## src/verilog/gfs_pkg.sv

```systemverilog
// Purpose: shared constants and types of the earth-leak setpoint bank
// Assumes: 16-bit setpoint words addressed by an 8-bit index
// Notes:   reset values without a printed default are plain picks
package gfs_pkg;

    // ------------------------------------------------------------
    // setpoint indices
    // ------------------------------------------------------------
    localparam logic [7:0] GFS_IDX_INST  = 8'h11;
    localparam logic [7:0] GFS_IDX_DET   = 8'h12;
    localparam logic [7:0] GFS_IDX_FUNC  = 8'h13;
    localparam logic [7:0] GFS_IDX_WAVE  = 8'h14;
    localparam logic [7:0] GFS_IDX_GFP   = 8'h15;
    localparam logic [7:0] GFS_IDX_DLY   = 8'h16;
    localparam logic [7:0] GFS_IDX_THERM = 8'h17;
    localparam logic [7:0] GFS_IDX_NEU   = 8'h18;
    localparam logic [7:0] GFS_IDX_UAL   = 8'h19;
    localparam logic [7:0] GFS_IDX_PRE   = 8'h1A;

    // ------------------------------------------------------------
    // code ranges and fixed values
    // ------------------------------------------------------------
    localparam logic [15:0] GFS_INST_MIN    = 16'h0014;
    localparam logic [15:0] GFS_INST_MAX    = 16'h00B4;
    localparam logic [15:0] GFS_DET_VALUE   = 16'h0000;
    localparam logic [15:0] GFS_GFP_MIN     = 16'h0014;
    localparam logic [15:0] GFS_GFP_MAX     = 16'h0064;
    localparam logic [15:0] GFS_DLY_MAX     = 16'h0064;
    localparam logic [15:0] GFS_BIT_MAX     = 16'h0001;
    localparam logic [15:0] GFS_NEU_ZERO    = 16'h0000;
    localparam logic [15:0] GFS_NEU_MID     = 16'h003C;
    localparam logic [15:0] GFS_NEU_FULL    = 16'h0064;
    localparam logic [15:0] GFS_UAL_MIN     = 16'h0032;
    localparam logic [15:0] GFS_UAL_MAX_STD = 16'h0082;
    localparam logic [15:0] GFS_UAL_MAX_MOT = 16'h0078;
    localparam logic [15:0] GFS_UAL_FIXED   = 16'h0069;
    localparam logic [15:0] GFS_PRE_MIN     = 16'h0032;
    localparam logic [15:0] GFS_PRE_MAX     = 16'h0064;
    localparam logic [15:0] GFS_PRE_STEP    = 16'h0005;

    // ------------------------------------------------------------
    // reset values
    // ------------------------------------------------------------
    localparam logic [7:0] GFS_RST_INST  = 8'h64;
    localparam logic       GFS_RST_WAVE  = 1'b0;
    localparam logic [6:0] GFS_RST_GFP   = 7'h14;
    localparam logic [6:0] GFS_RST_DLY   = 7'h00;
    localparam logic       GFS_RST_THERM = 1'b1;
    localparam logic [6:0] GFS_RST_NEU   = 7'h64;
    localparam logic [7:0] GFS_RST_UAL   = 8'h64;
    localparam logic [6:0] GFS_RST_PRE   = 7'h32;

    // ------------------------------------------------------------
    // types
    // ------------------------------------------------------------
    typedef enum logic [1:0] {
        GFS_FUNC_TRIP  = 2'b00,
        GFS_FUNC_ALARM = 2'b01,
        GFS_FUNC_OFF   = 2'b10
    } gfs_func_t;

    typedef enum logic [1:0] {
        GFS_VAR_BASIC    = 2'b00,
        GFS_VAR_STANDARD = 2'b01,
        GFS_VAR_MOTOR    = 2'b10
    } gfs_variant_t;

    typedef struct packed {
        logic        valid;
        logic        wr;
        logic [7:0]  idx;
        logic [15:0] wdata;
    } gfs_req_t;

    typedef struct packed {
        logic        ack;
        logic        err;
        logic [15:0] rdata;
    } gfs_rsp_t;

    typedef struct packed {
        logic [7:0] inst_pickup;
        gfs_func_t  func;
        logic       wave;
        logic [6:0] gfp;
        logic [6:0] dly;
        logic       therm;
        logic [6:0] neutral;
        logic [7:0] upper_alarm;
        logic [6:0] prealarm;
    } gfs_set_t;

endpackage : gfs_pkg

```

## src/verilog/gfs_code_check.sv

```systemverilog
// Purpose: decides whether a setpoint write carries a legal code
// Assumes: current function code and lower alarm come from flops
// Notes:   purely combinational; unmapped indices flag mapped_o low
`timescale 1ns/1ps
`default_nettype none
module gfs_code_check
    import gfs_pkg::*;
(
    input  wire gfs_pkg::gfs_req_t     req_i,
    input  wire gfs_pkg::gfs_variant_t variant_i,
    input  wire gfs_pkg::gfs_func_t    func_i,
    input  wire logic [15:0]           lower_alarm_i,
    output logic                       write_ok_o,
    output logic                       mapped_o
);

    logic [15:0] v;
    logic        basic;
    logic [15:0] ual_max;

    assign v       = req_i.wdata;
    assign basic   = (variant_i == GFS_VAR_BASIC);
    assign ual_max = (variant_i == GFS_VAR_MOTOR) ? GFS_UAL_MAX_MOT
                                                  : GFS_UAL_MAX_STD;

    // per-index legality of the written code
    always_comb begin
        write_ok_o = 1'b0;
        mapped_o   = 1'b1;
        case (req_i.idx)
            GFS_IDX_INST: write_ok_o = !basic && v >= GFS_INST_MIN
                                       && v <= GFS_INST_MAX;
            GFS_IDX_DET:  write_ok_o = 1'b0;
            GFS_IDX_FUNC: write_ok_o = v <= 16'(GFS_FUNC_OFF);
            GFS_IDX_WAVE: write_ok_o = v <= GFS_BIT_MAX;
            GFS_IDX_GFP:  write_ok_o = !basic && v >= GFS_GFP_MIN
                                       && v <= GFS_GFP_MAX;
            GFS_IDX_DLY:  write_ok_o = !basic && v <= GFS_DLY_MAX;
            GFS_IDX_THERM: write_ok_o = v <= GFS_BIT_MAX;
            GFS_IDX_NEU:  write_ok_o = v == GFS_NEU_ZERO
                                       || v == GFS_NEU_MID
                                       || v == GFS_NEU_FULL;
            GFS_IDX_UAL:  write_ok_o = !basic && v >= GFS_UAL_MIN
                                       && v <= ual_max
                                       && v > lower_alarm_i;
            GFS_IDX_PRE:  write_ok_o = func_i == GFS_FUNC_TRIP
                                       && v >= GFS_PRE_MIN
                                       && v <= GFS_PRE_MAX
                                       && (v % GFS_PRE_STEP) == 16'h0000;
            default: begin
                write_ok_o = 1'b0;
                mapped_o   = 1'b0;
            end
        endcase
    end

endmodule : gfs_code_check
`default_nettype wire

```

## src/verilog/gfs_setpoint_bank.sv

```systemverilog
// Purpose: indexed setpoint bank for earth-leak and alarm settings
// Assumes: fieldbus side issues one request per cycle at most
// Notes:   answers one cycle after a request; rejected writes keep data
`timescale 1ns/1ps
`default_nettype none
module gfs_setpoint_bank
    import gfs_pkg::*;
(
    input  wire logic                  core_clk_i,
    input  wire logic                  rst_i,
    input  wire logic                  ce_i,
    input  wire gfs_pkg::gfs_req_t     req_i,
    input  wire gfs_pkg::gfs_variant_t variant_i,
    input  wire logic [15:0]           lower_alarm_i,
    output gfs_pkg::gfs_rsp_t          rsp_o,
    output gfs_pkg::gfs_set_t          settings_o
);

    // ------------------------------------------------------------
    // state
    // ------------------------------------------------------------
    typedef struct packed {
        gfs_rsp_t rsp;
        gfs_set_t set;
    } gfs_state_t;

    localparam gfs_state_t GFS_STATE_RST = '{
        rsp: '{ack: 1'b0, err: 1'b0, rdata: 16'h0000},
        set: '{inst_pickup: GFS_RST_INST,
               func:        GFS_FUNC_TRIP,
               wave:        GFS_RST_WAVE,
               gfp:         GFS_RST_GFP,
               dly:         GFS_RST_DLY,
               therm:       GFS_RST_THERM,
               neutral:     GFS_RST_NEU,
               upper_alarm: GFS_RST_UAL,
               prealarm:    GFS_RST_PRE}
    };

    gfs_state_t  st_reg;
    gfs_state_t  st_next;
    logic        write_ok;
    logic        mapped;
    logic [15:0] rd_val;

    // ------------------------------------------------------------
    // code legality
    // ------------------------------------------------------------
    gfs_code_check u_check (
        .req_i         (req_i),
        .variant_i     (variant_i),
        .func_i        (st_reg.set.func),
        .lower_alarm_i (lower_alarm_i),
        .write_ok_o    (write_ok),
        .mapped_o      (mapped)
    );

    // ------------------------------------------------------------
    // read-back multiplexer
    // ------------------------------------------------------------
    // stored fields zero-extended to the 16-bit word
    always_comb begin
        rd_val = 16'h0000;
        case (req_i.idx)
            GFS_IDX_INST:  rd_val = 16'(st_reg.set.inst_pickup);
            GFS_IDX_DET:   rd_val = GFS_DET_VALUE;
            GFS_IDX_FUNC:  rd_val = 16'(st_reg.set.func);
            GFS_IDX_WAVE:  rd_val = 16'(st_reg.set.wave);
            GFS_IDX_GFP:   rd_val = 16'(st_reg.set.gfp);
            GFS_IDX_DLY:   rd_val = 16'(st_reg.set.dly);
            GFS_IDX_THERM: rd_val = 16'(st_reg.set.therm);
            GFS_IDX_NEU:   rd_val = 16'(st_reg.set.neutral);
            GFS_IDX_UAL:   rd_val = 16'(st_reg.set.upper_alarm);
            GFS_IDX_PRE:   rd_val = 16'(st_reg.set.prealarm);
            default:       rd_val = 16'h0000;
        endcase
    end

    // ------------------------------------------------------------
    // next-state logic
    // ------------------------------------------------------------
    // one request per cycle; answer registered for the next cycle
    always_comb begin
        st_next           = st_reg;
        st_next.rsp.ack   = 1'b0;
        st_next.rsp.err   = 1'b0;
        st_next.rsp.rdata = 16'h0000;
        if (req_i.valid) begin
            st_next.rsp.ack = 1'b1;
            if (!req_i.wr) begin
                st_next.rsp.err   = !mapped;
                st_next.rsp.rdata = rd_val;
            end else if (!write_ok) begin
                st_next.rsp.err = 1'b1;
            end else begin
                case (req_i.idx)
                    GFS_IDX_INST:
                        st_next.set.inst_pickup = req_i.wdata[7:0];
                    GFS_IDX_FUNC:
                        st_next.set.func =
                            gfs_func_t'(req_i.wdata[1:0]);
                    GFS_IDX_WAVE:
                        st_next.set.wave = req_i.wdata[0];
                    GFS_IDX_GFP:
                        st_next.set.gfp = req_i.wdata[6:0];
                    GFS_IDX_DLY:
                        st_next.set.dly = req_i.wdata[6:0];
                    GFS_IDX_THERM:
                        st_next.set.therm = req_i.wdata[0];
                    GFS_IDX_NEU:
                        st_next.set.neutral = req_i.wdata[6:0];
                    GFS_IDX_UAL:
                        st_next.set.upper_alarm = req_i.wdata[7:0];
                    GFS_IDX_PRE:
                        st_next.set.prealarm = req_i.wdata[6:0];
                    default:
                        st_next.set = st_reg.set;
                endcase
            end
        end
        // basic variant pins the upper alarm level
        if (variant_i == GFS_VAR_BASIC) begin
            st_next.set.upper_alarm = GFS_UAL_FIXED[7:0];
        end
    end

    // ------------------------------------------------------------
    // state register
    // ------------------------------------------------------------
    // clock enable low freezes everything, answer included
    always_ff @(posedge core_clk_i or posedge rst_i) begin
        if (rst_i) begin
            st_reg <= GFS_STATE_RST;
        end else if (ce_i) begin
            st_reg <= st_next;
        end
    end

    // outputs straight from the state register
    assign rsp_o      = st_reg.rsp;
    assign settings_o = st_reg.set;
endmodule : gfs_setpoint_bank
`default_nettype wire

```

## config.mk

```make
export PLATFORM = sky130hd
export DESIGN_NAME = gfs_setpoint_bank
export DESIGN_NICKNAME = d
export VERILOG_FILES = /design/src/verilog/gfs_pkg.sv /design/src/verilog/gfs_code_check.sv /design/src/verilog/gfs_setpoint_bank.sv
export SDC_FILE = /design/constraint.sdc
export NUM_CORES = 1
export LEC_CHECK = 0
export BUFFER_PORTS_ARGS = -buffer_cell sky130_fd_sc_hd__buf_2
export CORE_ASPECT_RATIO = 0.75
export CORE_MARGIN = 2
export CORE_UTILIZATION = 50
export CTS_BUF_LIST = sky130_fd_sc_hd__clkbuf_16
export DETAILED_ROUTE_END_ITERATION = 16
export PLACE_DENSITY = 0.73
export SYNTH_ARGS = -nofsm -noshare
export SYNTH_HDL_FRONTEND = slang
export SYNTH_SLANG_ARGS = --single-unit
```

## constraint.sdc

```tcl
create_clock -name core_clk_i -period 2.8 [get_ports core_clk_i]
set_input_delay 0.56 -clock core_clk_i [delete_from_list [all_inputs] [get_ports core_clk_i]]
set_output_delay 0.56 -clock core_clk_i [all_outputs]
set_load 0.01 [all_outputs]
```

==> metrics.yaml <==
setup_path:
  critPathMostFrequentCell: "buf_4"
  timing.critical_path.cells: "buf_12 -> buf_4 -> nor2b_2 -> a311oi_4 -> a32oi_4 -> nor2_4 -> buf_4 -> a31oi_1 -> and3_1 -> o32ai_2 -> nor3_2 -> buf_4 -> a21o_1 -> buf_4 -> a32o_1 -> nand2b_1 -> a32oi_2 -> o21a_1 -> and3b_2 -> o41a_1 -> a2111oi_4 -> buf_4 -> mux2_4"
  worst-endpoint-required_ns: 3.01
  startpoint_type: "input port"
  endpoint_kind: "register"
  cp.arrival_ns: 5.78
  critPathMaxStageDelay_ns: 0.49
  cp_class: "input port to register"
  cpMaxStageDelayCell: "a32oi_4"
  path_max_fanout: 8
place:
  placedCellCount: 1185
  gp_congestion: 1.02
  hpwl_um: 18700
  port_buffers: 104
timing:
  timing_hold_violations_final: 0
  setup_ws_ns: -2.77
  timing.setup.tns_ns: -52.52
  worst_clock_skew_ns: 0.00786
  unrepaired_setup_endpoints_after_global_routing: "true"
  period_share: 1.99
  finalWorstPathRequiredPeriod_ns: 5.57
  report.final.setup_viol: 49
  worst_pin_slew_ns: 0.746
  report.final.slew_viol_count: 0
  max_clock_freq_ghz: 0.179
  maxSlewHeadroom: 0.502
global_routing:
  first_pass_grt_wire_length_um: 45000
  first_global_vias: 8240
  grt-busiest-layer: "met2"
  grt_max_degree: 36
  gr-total-overflow: 0
  grtUsageMet3: 0.123
  groute.usage.overall: 0.455
  use_met2: 0.692
  global_route.usage.met1: 0.606
  grt_antenna_before_repair: 0
synthesis:
  yosys_warnings: 0
  synthesis.area_mm2: 0.00592
  synthArstFlopShare: 1.00
  netlist-cell-type-count: 89
  netlist_instances: 771
  yosys_most_used_dff: "dfrtp_1"
  number_of_synthesized_register_bits: 58
  synth_edf_count: 0
  share_of_the_yosys_chip_area_belonging_to_registers: 0.248
  synth.avg_cell_area_um2: 7.68
  cell_taking_the_most_area_after_synthesis: "dfrtp_1"
  area_contributors_post_synth: "dfrtp_1, dfstp_2, o21ai_0"
  synth_largest_type_area_fraction: 0.182
flow_run:
  maxCapViolations: 0
floorplanning:
  die_area_mm2: 0.0127
  placement_rows: 34
  die_w_um: 130
  design.core.area_mm2: 0.0116
  start_util: 0.512
  io_pins: 113
  floorplan.die.height_um: 98.2
clocking:
  ctsHtreeMaxLevel: 3
  clockRootBuffer: "clkbuf_16"
  clk_path_buf_depth: 2
  cts_tree: "done"
  cts_buffers: 9
  hold_fix_buffers_cts: 0
  clock_sink_count: 58
  worstSkewPairLatency_ns: 0.33
  clk_pin_slew_ns: 0.05
route:
  initialDrtViolationCount: 1561
  post_drt_antenna_nets: 0
  drt_drc_violations_left: 0
  dr.pass1.iters: 8
  drt-wirelength-per-cell_um: 25.5
  routed-via-count: 8731
  routed_wl_um: 31900
  via_density: 6.97
power_and_ir_drop:
  cellPowerDensity_mw_per_mm2: 398
  peakVddDrop_v: 0.000402
  power.leakage_nw: 4.48
finish:
  seqCellArea_mm2: 0.00147
  drive_above_1_share: 0.544
  multiInputGateArea_mm2: 0.00511
  fillers: 568
  finish.net_count: 1157
  area_delta_synth_final_pct: 69.6
  diodes: 0
  final_cells: 1253
run_status:
  status: "complete, but fails checks"
  failing_checks: "negative setup slack"
worst_hold_path:
  worstHoldPathType: "input port to async pin"
## synthesized netlist by cell type, drive strengths merged, types with 4 or more instances
cell,number
nand2b,12
o31ai,5
o211ai,9
a32oi,5
nor2b,7
o2111ai,7
a2111oi,4
a22oi,6
nor3b,5
nand2,98
a311oi,4
nor4,5
and3b,4
buf,35
o32ai,5
or4,5
a22o,7
xnor2,8
and2,7
dfstp,15
mux2i,11
nor4b,4
o221ai,5
or3,5
a21o,6
nor2,56
a221oi,9
nand4,13
or2,4
mux2,10
clkbuf,34
a211oi,10
nand3,26
ha,24
o22ai,12
o21ai,79
and3,4
a41oi,4
a21oi,35
nor3,23
inv,41
dfrtp,43
a31oi,12
## repair_timing
item,CTS,global route
setup endpoints to repair,49,49
resized for setup,205,81
buffers inserted,33,14
gates cloned,8,0
hold endpoints to repair,0,0
pin swaps,48,34
## state kept, by name (all words and copies together), names as in the netlist
| register | count |
|---|---|
| rsp_o | 10 |
| settings_o | 48 |
## final cells by class
| cell class | instances | share of cell area |
|---|---|---|
| sequential | 58 | 0.146 |
| clock inverter | 7 | 0.00847 |
| tap | 162 | 0.0202 |
| clock buffer | 9 | 0.0224 |
| multi-input combinational | 611 | 0.509 |
| inverter | 43 | 0.0163 |
| timing repair buffer | 363 | 0.277 |
## final timing paths
| check | start | end | slack [ns] | depth (start not counted) |
|---|---|---|---|---|
| worst max-delay path | req_i[13] | settings_o[6] | -2.77 | 23 |
| worst min-delay path | rst_i | rsp_o[2] | 0.36 | 2 |
| worst max register to register | settings_o[38] | settings_o[6] | 0.49 | 6 |
| worst min register to register | settings_o[17] | settings_o[17] | 0.47 | 2 |
| max in group asynchronous | rst_i | settings_o[1] | 1.67 | 3 |
| min in group core_clk_i | settings_o[17] | settings_o[17] | 0.47 | 2 |
## cells in the final DEF (no fill, tap or decap), types with 13 or more instances in the layout
master and instances:
nor2_1 43, nand4_1 13, o21ai_1 26, ha_1 20, nand2_2 22, inv_1 38, a21oi_1 21, nand2_1 68
buf_2 96, o21ai_0 31, o21ai_2 19, nand3_1 15, dfstp_2 15, nor3_1 13, dfrtp_1 43, buf_6 41
buf_4 214
## metrics by stage
stage | util | area, um^2 | worst slack (ns) | hold slack, ns | power, W
after floorplan | - | 6250 | -2.40 | 0.489 | 0.00172
after global placement | 0.706 | 8170 | -2.88 | 0.475 | 0.00224
after detailed placement | 0.706 | 8170 | -2.95 | 0.483 | 0.00228
after CTS | 0.830 | 9610 | -2.42 | 0.374 | 0.00367
after global routing | 0.868 | 10000 | -2.84 | 0.418 | 0.00408
final | 0.868 | 10000 | -2.77 | 0.358 | 0.00400
## power by group
part           switching, W  internal, W
combinational       0.00108     0.000893
sequential       0.00000338     0.000844
clock              0.000406     0.000769
## cells by family (layout without fill, tap and decap cells)
family / Yosys count / count (layout) / synth area share
compound gates: 254 / 255 / 0.309
buf+inv: 112 / 422 / 0.0890
flops: 58 / 58 / 0.248
xor+xnor: 10 / 10 / 0.0148
other cells: 1 / 8 / 0.000634
simple gates: 289 / 291 / 0.242
mux: 23 / 23 / 0.0452
fa+ha+maj: 24 / 24 / 0.0507
## metal layers
| layer | part of all wire | routed length, um |
|---|---|---|
| met5 | 0 | 0 |
| met2 | 0.43 | 13900 |
| met4 | 0.057 | 1810 |
| met1 | 0.37 | 11800 |
| met3 | 0.14 | 4380 |
## worst max-delay path: cells and delay by family
family / cells / cell delay [ns]
and+or+nand+nor: 6 / 1.32
AOI/OAI and AO/OA: 10 / 2.65
buffers and inverters: 6 / 0.95
muxes: 1 / 0.29
Power figures use the tool's default switching activity.
